$ cat src/common/reset_idle_pkg.sv
package reset_idle_pkg;

    // ************************************************************
    // timing
    // ************************************************************
    localparam int CLOCK_HZ = 10_000_000;
    localparam int OSC_PER_MACHINE_CYCLE = 6;
    localparam int PIN_MIN_MACHINE_CYCLES = 2;
    localparam int WDT_PULSE_MACHINE_CYCLES = 3;
    localparam int PIN_MIN_OSC = OSC_PER_MACHINE_CYCLE * PIN_MIN_MACHINE_CYCLES;
    localparam int WDT_PULSE_OSC = OSC_PER_MACHINE_CYCLE * WDT_PULSE_MACHINE_CYCLES;
    localparam int POR_STRETCH_MACHINE_CYCLES = 2;
    localparam int POR_STRETCH_OSC = OSC_PER_MACHINE_CYCLE * POR_STRETCH_MACHINE_CYCLES;
    localparam int CNT_W = 5;
    localparam logic [CNT_W-1:0] PIN_MIN_CNT = CNT_W'(PIN_MIN_OSC);
    localparam logic [CNT_W-1:0] WDT_PULSE_CNT = CNT_W'(WDT_PULSE_OSC);
    localparam logic [CNT_W-1:0] POR_STRETCH_CNT = CNT_W'(POR_STRETCH_OSC);
    localparam logic [CNT_W-1:0] CNT_ZERO = 5'h00;
    localparam logic [CNT_W-1:0] CNT_ONE = 5'h01;

    // ************************************************************
    // auxiliary_control_one layout
    // ************************************************************
    localparam int SOFTWARE_RESET_BIT = 5;

    // ************************************************************
    // types
    // ************************************************************
    typedef enum logic [1:0] {
        MODE_RUN,
        MODE_IDLE
    } cpu_mode_e;

    typedef struct packed {
        logic pin_meta;
        logic pin_sync;
        logic por_done;
        logic [CNT_W-1:0] pin_count;
        logic [CNT_W-1:0] wdt_count;
        logic [CNT_W-1:0] por_count;
        cpu_mode_e mode;
        logic reset_out;
        logic pin_pullup;
        logic cpu_clk_en;
        logic fetch_en;
    } state_s;

endpackage

$ cat src/reset_and_idle_control.sv
// Behaviour
// pin high for twelve oscillator periods resets the device
// power-on detector resets the device without pin activity
// watchdog overflow pulls the reset pin high for exactly three machine cycles
// enabled watchdog overflow resets internally regardless of pin level
// writing one to software reset bit, bit 5, resets the device
// fully static; state holds while the clock is slowed or stopped
// idle request instruction completes last; no fetch until idle ends
// idle gates the cpu clock while peripherals keep running
// cpu state, ram and registers stay unchanged during idle
// an enabled interrupt ends idle and resumes via its vector
// a hardware reset also ends idle, restarting like power-on
// board holds pin high for oscillator start plus two machine cycles
// all sources merge into one synchronous reset released on the clock
`timescale 1ns/10ps
`default_nettype none
module reset_and_idle_control
    import reset_idle_pkg::*;
(
    input wire logic i_clock,
    input wire logic i_resetn,
    input wire logic i_reset_pin,
    input wire logic i_power_on_detect,
    input wire logic i_watchdog_overflow,
    input wire logic i_watchdog_reset_enable,
    input wire logic i_aux_write,
    input wire logic [7:0] i_aux_wdata,
    input wire logic i_idle_request,
    input wire logic i_instr_done,
    input wire logic i_interrupt_pending,
    output logic o_reset,
    output logic o_reset_pin_out,
    output logic o_reset_pin_oe,
    output logic o_cpu_clk_en,
    output logic o_fetch_en
);

    // ************************************************************
    // state
    // ************************************************************
    state_s state;
    state_s next_state;
    logic pin_reset;
    logic wdt_reset;
    logic sw_reset;
    logic any_reset;

    // ************************************************************
    // next state
    // ************************************************************
    always_comb begin
        next_state = state;
        next_state.pin_meta = i_reset_pin;
        next_state.pin_sync = state.pin_meta;
        // ************************************************************
        // pin qualification
        // ************************************************************
        if (state.pin_sync) begin
            if (state.pin_count != PIN_MIN_CNT) begin
                next_state.pin_count = state.pin_count + CNT_ONE;
            end
        end else begin
            next_state.pin_count = CNT_ZERO;
        end
        pin_reset = state.pin_sync && (state.pin_count == PIN_MIN_CNT - CNT_ONE);
        // ************************************************************
        // watchdog pulse
        // ************************************************************
        wdt_reset = 1'b0;
        if (i_watchdog_overflow && state.wdt_count == CNT_ZERO) begin
            next_state.wdt_count = WDT_PULSE_CNT;
            wdt_reset = i_watchdog_reset_enable;
        end else if (state.wdt_count != CNT_ZERO) begin
            next_state.wdt_count = state.wdt_count - CNT_ONE;
        end
        next_state.pin_pullup = (next_state.wdt_count != CNT_ZERO);
        sw_reset = i_aux_write && i_aux_wdata[SOFTWARE_RESET_BIT];
        // ************************************************************
        // power-on stretch
        // ************************************************************
        if (i_power_on_detect) begin
            next_state.por_count = POR_STRETCH_CNT;
        end else if (state.por_count != CNT_ZERO) begin
            next_state.por_count = state.por_count - CNT_ONE;
        end
        // ************************************************************
        // reset merge
        // ************************************************************
        any_reset = pin_reset || wdt_reset || sw_reset || i_power_on_detect
            || (state.pin_sync && state.pin_count == PIN_MIN_CNT)
            || (state.por_count != CNT_ZERO);
        next_state.reset_out = any_reset;
        // ************************************************************
        // idle control
        // ************************************************************
        unique case (state.mode)
            MODE_RUN: begin
                next_state.cpu_clk_en = 1'b1;
                next_state.fetch_en = 1'b1;
                if (i_idle_request && i_instr_done) begin
                    next_state.mode = MODE_IDLE;
                    next_state.cpu_clk_en = 1'b0;
                    next_state.fetch_en = 1'b0;
                end
            end
            MODE_IDLE: begin
                next_state.cpu_clk_en = 1'b0;
                next_state.fetch_en = 1'b0;
                if (i_interrupt_pending) begin
                    next_state.mode = MODE_RUN;
                    next_state.cpu_clk_en = 1'b1;
                    next_state.fetch_en = 1'b1;
                end
            end
            default: begin
                next_state.mode = MODE_RUN;
            end
        endcase
        if (any_reset) begin
            next_state.mode = MODE_RUN;
            next_state.cpu_clk_en = 1'b1;
            next_state.fetch_en = 1'b1;
        end
    end

    // ************************************************************
    // registers
    // ************************************************************
    always_ff @(posedge i_clock) begin
        if (!i_resetn) begin
            state <= '{
                pin_meta: 1'b0,
                pin_sync: 1'b0,
                por_done: 1'b0,
                pin_count: CNT_ZERO,
                wdt_count: CNT_ZERO,
                por_count: POR_STRETCH_CNT,
                mode: MODE_RUN,
                reset_out: 1'b1,
                pin_pullup: 1'b0,
                cpu_clk_en: 1'b1,
                fetch_en: 1'b1
            };
        end else begin
            state <= next_state;
        end
    end

    // ************************************************************
    // outputs
    // ************************************************************
    assign o_reset = state.reset_out;
    assign o_reset_pin_out = state.pin_pullup;
    assign o_reset_pin_oe = state.pin_pullup;
    assign o_cpu_clk_en = state.cpu_clk_en;
    assign o_fetch_en = state.fetch_en;

    // ************************************************************
    // check helpers
    // ************************************************************
    logic [CNT_W-1:0] oe_run;

    always_ff @(posedge i_clock) begin
        if (!i_resetn) begin
            oe_run <= CNT_ZERO;
        end else if (!o_reset_pin_oe) begin
            oe_run <= CNT_ZERO;
        end else if (oe_run != WDT_PULSE_CNT + CNT_ONE) begin
            oe_run <= oe_run + CNT_ONE;
        end
    end

    // ************************************************************
    // checks: reset sources
    // ************************************************************
    AST_PIN_RESET: assert property (@(posedge i_clock) disable iff (!i_resetn)
        (state.pin_sync && state.pin_count == PIN_MIN_CNT - CNT_ONE) |=> o_reset)
        else $error("qualified pin did not reset");

    AST_PIN_HOLD: assert property (@(posedge i_clock) disable iff (!i_resetn)
        (state.pin_sync && state.pin_count == PIN_MIN_CNT) |=> o_reset)
        else $error("reset dropped while pin held high");

    AST_PIN_COUNT_CLEAR: assert property (@(posedge i_clock) disable iff (!i_resetn)
        !state.pin_sync |=> state.pin_count == CNT_ZERO)
        else $error("pin count kept after pin went low");

    AST_PIN_SYNC_CHAIN: assert property (@(posedge i_clock) disable iff (!i_resetn)
        state.pin_sync == $past(state.pin_meta))
        else $error("pin synchroniser chain broken");

    AST_POD_RESET: assert property (@(posedge i_clock) disable iff (!i_resetn)
        i_power_on_detect |=> o_reset [*8])
        else $error("power-on detect did not hold reset");

    AST_POD_STRETCH: assert property (@(posedge i_clock) disable iff (!i_resetn)
        (state.por_count != CNT_ZERO) |=> o_reset)
        else $error("reset dropped during power-on stretch");

    AST_POD_RELOAD: assert property (@(posedge i_clock) disable iff (!i_resetn)
        i_power_on_detect |=> state.por_count == POR_STRETCH_CNT)
        else $error("power-on stretch not reloaded");

    AST_WDT_PULSE: assert property (@(posedge i_clock) disable iff (!i_resetn)
        $fell(o_reset_pin_oe) |-> oe_run == WDT_PULSE_CNT)
        else $error("watchdog pulse length wrong");

    AST_WDT_START: assert property (@(posedge i_clock) disable iff (!i_resetn)
        (i_watchdog_overflow && state.wdt_count == CNT_ZERO)
        |=> o_reset_pin_oe && o_reset_pin_out)
        else $error("watchdog pulse did not start");

    AST_WDT_REFUSED: assert property (@(posedge i_clock) disable iff (!i_resetn)
        (state.wdt_count > CNT_ONE) |=> state.wdt_count == $past(state.wdt_count) - CNT_ONE)
        else $error("running watchdog pulse restarted");

    AST_WDT_LEVEL: assert property (@(posedge i_clock) disable iff (!i_resetn)
        o_reset_pin_oe |-> o_reset_pin_out)
        else $error("pull-up enabled without high level");

    AST_WDT_ONLY_SOURCE: assert property (@(posedge i_clock) disable iff (!i_resetn)
        $rose(o_reset_pin_oe) |-> $past(i_watchdog_overflow))
        else $error("pull-up started without overflow");

    AST_WDT_INTERNAL: assert property (@(posedge i_clock) disable iff (!i_resetn)
        (i_watchdog_overflow && i_watchdog_reset_enable && !o_reset_pin_oe) |=> o_reset)
        else $error("enabled overflow did not reset");

    AST_WDT_PIN_LOW: assert property (@(posedge i_clock) disable iff (!i_resetn)
        (i_watchdog_overflow && i_watchdog_reset_enable && state.wdt_count == CNT_ZERO
        && !state.pin_sync) |=> o_reset)
        else $error("overflow reset depended on pin");

    AST_SW_RESET: assert property (@(posedge i_clock) disable iff (!i_resetn)
        (i_aux_write && i_aux_wdata[SOFTWARE_RESET_BIT]) |=> o_reset)
        else $error("software reset ignored");

    AST_SW_OTHER_BITS: assert property (@(posedge i_clock) disable iff (!i_resetn)
        (i_aux_write && !i_aux_wdata[SOFTWARE_RESET_BIT] && !any_reset) |=> !o_reset)
        else $error("write without reset bit caused reset");

    AST_RESET_MERGE: assert property (@(posedge i_clock) disable iff (!i_resetn)
        any_reset |=> o_reset)
        else $error("merged reset not registered");

    AST_RESET_RELEASE: assert property (@(posedge i_clock) disable iff (!i_resetn)
        !any_reset |=> !o_reset)
        else $error("reset held without source");

    AST_RESET_ROSE: assert property (@(posedge i_clock) disable iff (!i_resetn)
        $rose(o_reset) |-> $past(any_reset))
        else $error("reset rose without source");

    // ************************************************************
    // checks: idle
    // ************************************************************
    AST_IDLE_ENTRY: assert property (@(posedge i_clock) disable iff (!i_resetn)
        (state.mode == MODE_RUN && i_idle_request && i_instr_done && !any_reset)
        |=> !o_fetch_en && !o_cpu_clk_en)
        else $error("idle entry failed");

    AST_IDLE_FETCH_OFF: assert property (@(posedge i_clock) disable iff (!i_resetn)
        state.mode == MODE_IDLE |-> !o_fetch_en)
        else $error("fetch allowed in idle");

    AST_RUN_STAYS: assert property (@(posedge i_clock) disable iff (!i_resetn)
        (state.mode == MODE_RUN && !(i_idle_request && i_instr_done))
        |=> state.mode == MODE_RUN && o_cpu_clk_en)
        else $error("idle entered without request");

    AST_IDLE_GATES: assert property (@(posedge i_clock) disable iff (!i_resetn)
        state.mode == MODE_IDLE |-> !o_cpu_clk_en)
        else $error("cpu clock enabled in idle");

    AST_FETCH_WITH_CLOCK: assert property (@(posedge i_clock) disable iff (!i_resetn)
        o_fetch_en == o_cpu_clk_en)
        else $error("fetch and cpu clock disagree");

    AST_IDLE_HOLD: assert property (@(posedge i_clock) disable iff (!i_resetn)
        (state.mode == MODE_IDLE && !i_interrupt_pending && !any_reset) |=> !o_cpu_clk_en)
        else $error("cpu clock ran in idle");

    AST_IDLE_STAYS: assert property (@(posedge i_clock) disable iff (!i_resetn)
        (state.mode == MODE_IDLE && !i_interrupt_pending && !any_reset)
        |=> state.mode == MODE_IDLE)
        else $error("idle left without cause");

    AST_IDLE_WAKE: assert property (@(posedge i_clock) disable iff (!i_resetn)
        (state.mode == MODE_IDLE && i_interrupt_pending) |=> o_cpu_clk_en && o_fetch_en)
        else $error("interrupt did not end idle");

    AST_RESET_WAKE: assert property (@(posedge i_clock) disable iff (!i_resetn)
        (state.mode == MODE_IDLE && any_reset) |=> o_cpu_clk_en && state.mode == MODE_RUN)
        else $error("reset did not end idle");

    AST_RESET_RUNS_CPU: assert property (@(posedge i_clock) disable iff (!i_resetn)
        o_reset |-> o_cpu_clk_en && o_fetch_en)
        else $error("cpu clock gated during reset");

endmodule
`default_nettype wire

$ cat config.mk
export PLATFORM = sky130hd
export DESIGN_NAME = reset_and_idle_control
export DESIGN_NICKNAME = d
export VERILOG_FILES = /design/src/common/reset_idle_pkg.sv /design/src/reset_and_idle_control.sv
export SDC_FILE = /design/constraint.sdc
export NUM_CORES = 1
export LEC_CHECK = 0
export ABC_AREA = 1
export BUFFER_PORTS_ARGS = -buffer_cell sky130_fd_sc_hd__buf_2
export CAP_MARGIN = 25
export CORE_MARGIN = 1.5
export CORE_UTILIZATION = 30
export DETAILED_ROUTE_END_ITERATION = 10
export PLACE_DENSITY = 0.58
export SYNTH_ARGS = -nofsm -noshare
export SYNTH_HDL_FRONTEND = slang
export SYNTH_SLANG_ARGS = --single-unit
$ cat constraint.sdc
create_clock -name i_clock -period 1.2 [get_ports i_clock]
set_clock_uncertainty 0.05 [all_clocks]
set_input_delay 0.12 -clock i_clock [delete_from_list [all_inputs] [get_ports i_clock]]
set_output_delay 0.12 -clock i_clock [all_outputs]
set_load 0.05 [all_outputs]
==> impl_metrics.csv <==
group,metric,value,unit
global_route,grt_max_degree,13,
routing,drt-pass1-iter-count,4,
sta,setup_ws,-0.0690,ns
routing,vias,919,
place,place.gp.congestion,0.823,
flow_run,drv_cap,0,
place,hpwl,1.50,mm
logic_synthesis,seq_area_frac_synth,0.418,
floorplan,initial_core_util,0.322,
pwr,ir_drop,841,uV
routing,ant_nets,0,
logic_synthesis,ys_top_cells_by_area,"dfxtp_1 (42%), inv_1 (11%), nand2_1 (7.8%)",
sta,hold_ws,0.0173,ns
worst_setup_path,crit_type,"flop to flop",
logic_synthesis,synth_cell_types,25,
clocking,clk_latency,0.30,ns
worst_setup_path,required,1.33,ns
run_status,outcome,"finished, violations left",
clocking,clk_pin_slew,0.12,ns
finish,num_antenna_cells,0,
floorplan,die_y,60.9,um
sta,fin_crit,1.27,ns
pwr,leakage,0.663,nW
pwr,finalPower,2.52,mW
logic_synthesis,yosysTopAreaCellShare,0.418,
worst_setup_path,regToRegSetupSlack,-0.07,ns
pwr,power_density,1820,nW/um^2
finish,ff_latch_area,428,sq um
logic_synthesis,synth_seq_cells,21,
sta,tightest_slew,0.279,ns
global_route,grt.overflow.total,0,
global_route,grt_pass1_wl,3.39,mm
finish,layout-drive-gt1-share,0.464,
place,port_buffers,15,
clocking,cts_root_buffer,"clkbuf_4",
floorplan,die_area,3710,sq um
logic_synthesis,synth_area_per_cell,7.45,sq um
finish,nets,189,
worst_setup_path,start_kind,"flop",
global_route,first_global_vias,905,
worst_setup_path,cp.arrival,1.40,ns
sta,period_share,1.06,
worst_setup_path,cp_max_fo,3,
floorplan,ioPinCount,23,
floorplan,fp.dieW,60.9,um
floorplan,core-area,3130,sq um
logic_synthesis,synth_cells,135,
finish,num-fill-cells,308,
logic_synthesis,syn_nets,157,
routing,totalWireLength,1.99,mm
sta,relSlewSlack,0.813,
run_status,violations,"setup timing",
routing,vias_per_cell,4.38,
sta,hold_violations,0,
finish,mostFrequentLayoutCells,"inv_1 (19), nand2_1 (18), buf_2 (15), dfxtp_1 (15)",
worst_setup_path,cp-end-kind,"flop",
clocking,cts_sinks,21,
logic_synthesis,netlist_area,1010,sq um
sta,rsz0062_at_grt,"true",
clocking,cts_tree,"yes",
clocking,cts_inserted_buffers,3,
floorplan,std_cell_rows,20,
sta,slew_viol_final,0,
routing,drt_iter0_drc,5,
finish,final_common_cell,"inv_1",
sta,fmax,0.788,GHz
sta,setup_viol,6,
routing,routedWlPerCell,9.50,um
worst_hold_path,hold_class,"input port to flop",
logic_synthesis,synth_warnings,0,
clocking,cts_buffer_depth,2,
finish,area_growth,37.3,%
finish,multi_input_area,559,sq um
clocking,htree_levels,1,
routing,route.detailed.drc,0,
global_route,track_usage,0.122,
global_route,antenna_found_initial,0,
logic_synthesis,yosys.area.top_type,"dfxtp_1",
[routing by layer]
layer,vias to the layer above,routed length (um),global-route usage
met5,-,0,0
met2,12,1050,0.233
met3,4,71,0.0384
met4,0,38,0.0342
met1,423,831,0.125
li1,480,-,-
[cell families after synthesis]
| kind of cell | Yosys count | synth area share |
|---|---|---|
| AO/OA/AOI/OAI | 20 | 0.107 |
| XOR/XNOR | 1 | 0.00871 |
| adder cells (fa/ha/maj) | 4 | 0.0498 |
| buffers and inverters | 34 | 0.134 |
| flip-flops | 21 | 0.418 |
| AND/OR/NAND/NOR | 55 | 0.282 |
[metrics by stage]
step	cells	instance area, sq um	setup TNS, ns	worst slack [ns]	utilization
floorplan	135	1040	-0.0372	-0.0365	-
global placement	203	1240	-0.344	-0.0740	0.396
detailed placement	203	1240	-0.611	-0.104	0.396
CTS	209	1330	-0.144	-0.0526	0.424
global route	210	1380	-1.01	-0.155	0.442
finish	210	1380	-0.173	-0.0690	0.442
[worst paths after layout]
path	start	endpoint	cells past startpoint
min reg2reg	next_state[22]	state[22]	2
max reg2reg	state[17]	o_cpu_clk_en	6
min	i_resetn	next_state[22]	3
max	state[17]	o_cpu_clk_en	6
[worst max-delay path, stage by stage (launching register included)]
cell	delay, ns
dfxtp_2	0.37
inv_2	0.06
ha_4	0.15
nand2_2	0.06
inv_2	0.05
o211ai_1	0.25
nand4_2	0.15
[state kept, by name, indices dropped and copies added (netlist names)]
name	cells
o_reset	1
state	17
o_reset_pin_oe	1
o_cpu_clk_en	1
next_state	1
[synthesized netlist by cell type (all sizes together)]
master  count
a21oi       8
clkinv      1
buf         2
o21ai       9
nand3       8
nand2      23
inv        31
ha          4
dfxtp      21
nand3b      1
nor2       17
o211ai      2
nand4       3
xor2        1
nor3        3
a211oi      1
[where the power goes]
group / internal [mW] / switching, mW
registers: 0.810 / 0.0703
logic: 0.565 / 0.733
clock network: 0.124 / 0.215
[what timing repair did]
action | CTS | global route
setup endpoints to repair | 11 | 15
pin swaps | 6 | 0
hold buffers | 1 | 0
gates cloned | 0 | 0
resized for setup | 23 | 19
endpoints found under the hold margin | 1 | 0
buffers inserted | 1 | 1
[layout make-up]
type,count,share of cell area
Multi-Input combinational cell,80,0.405
Clock buffer,3,0.0163
Clock inverter,1,0.00362
Tap cell,44,0.0399
Inverter,32,0.0906
Timing Repair Buffer,29,0.135
Sequential cell,21,0.310
Note: power is estimated with default switching activity, not from simulation.
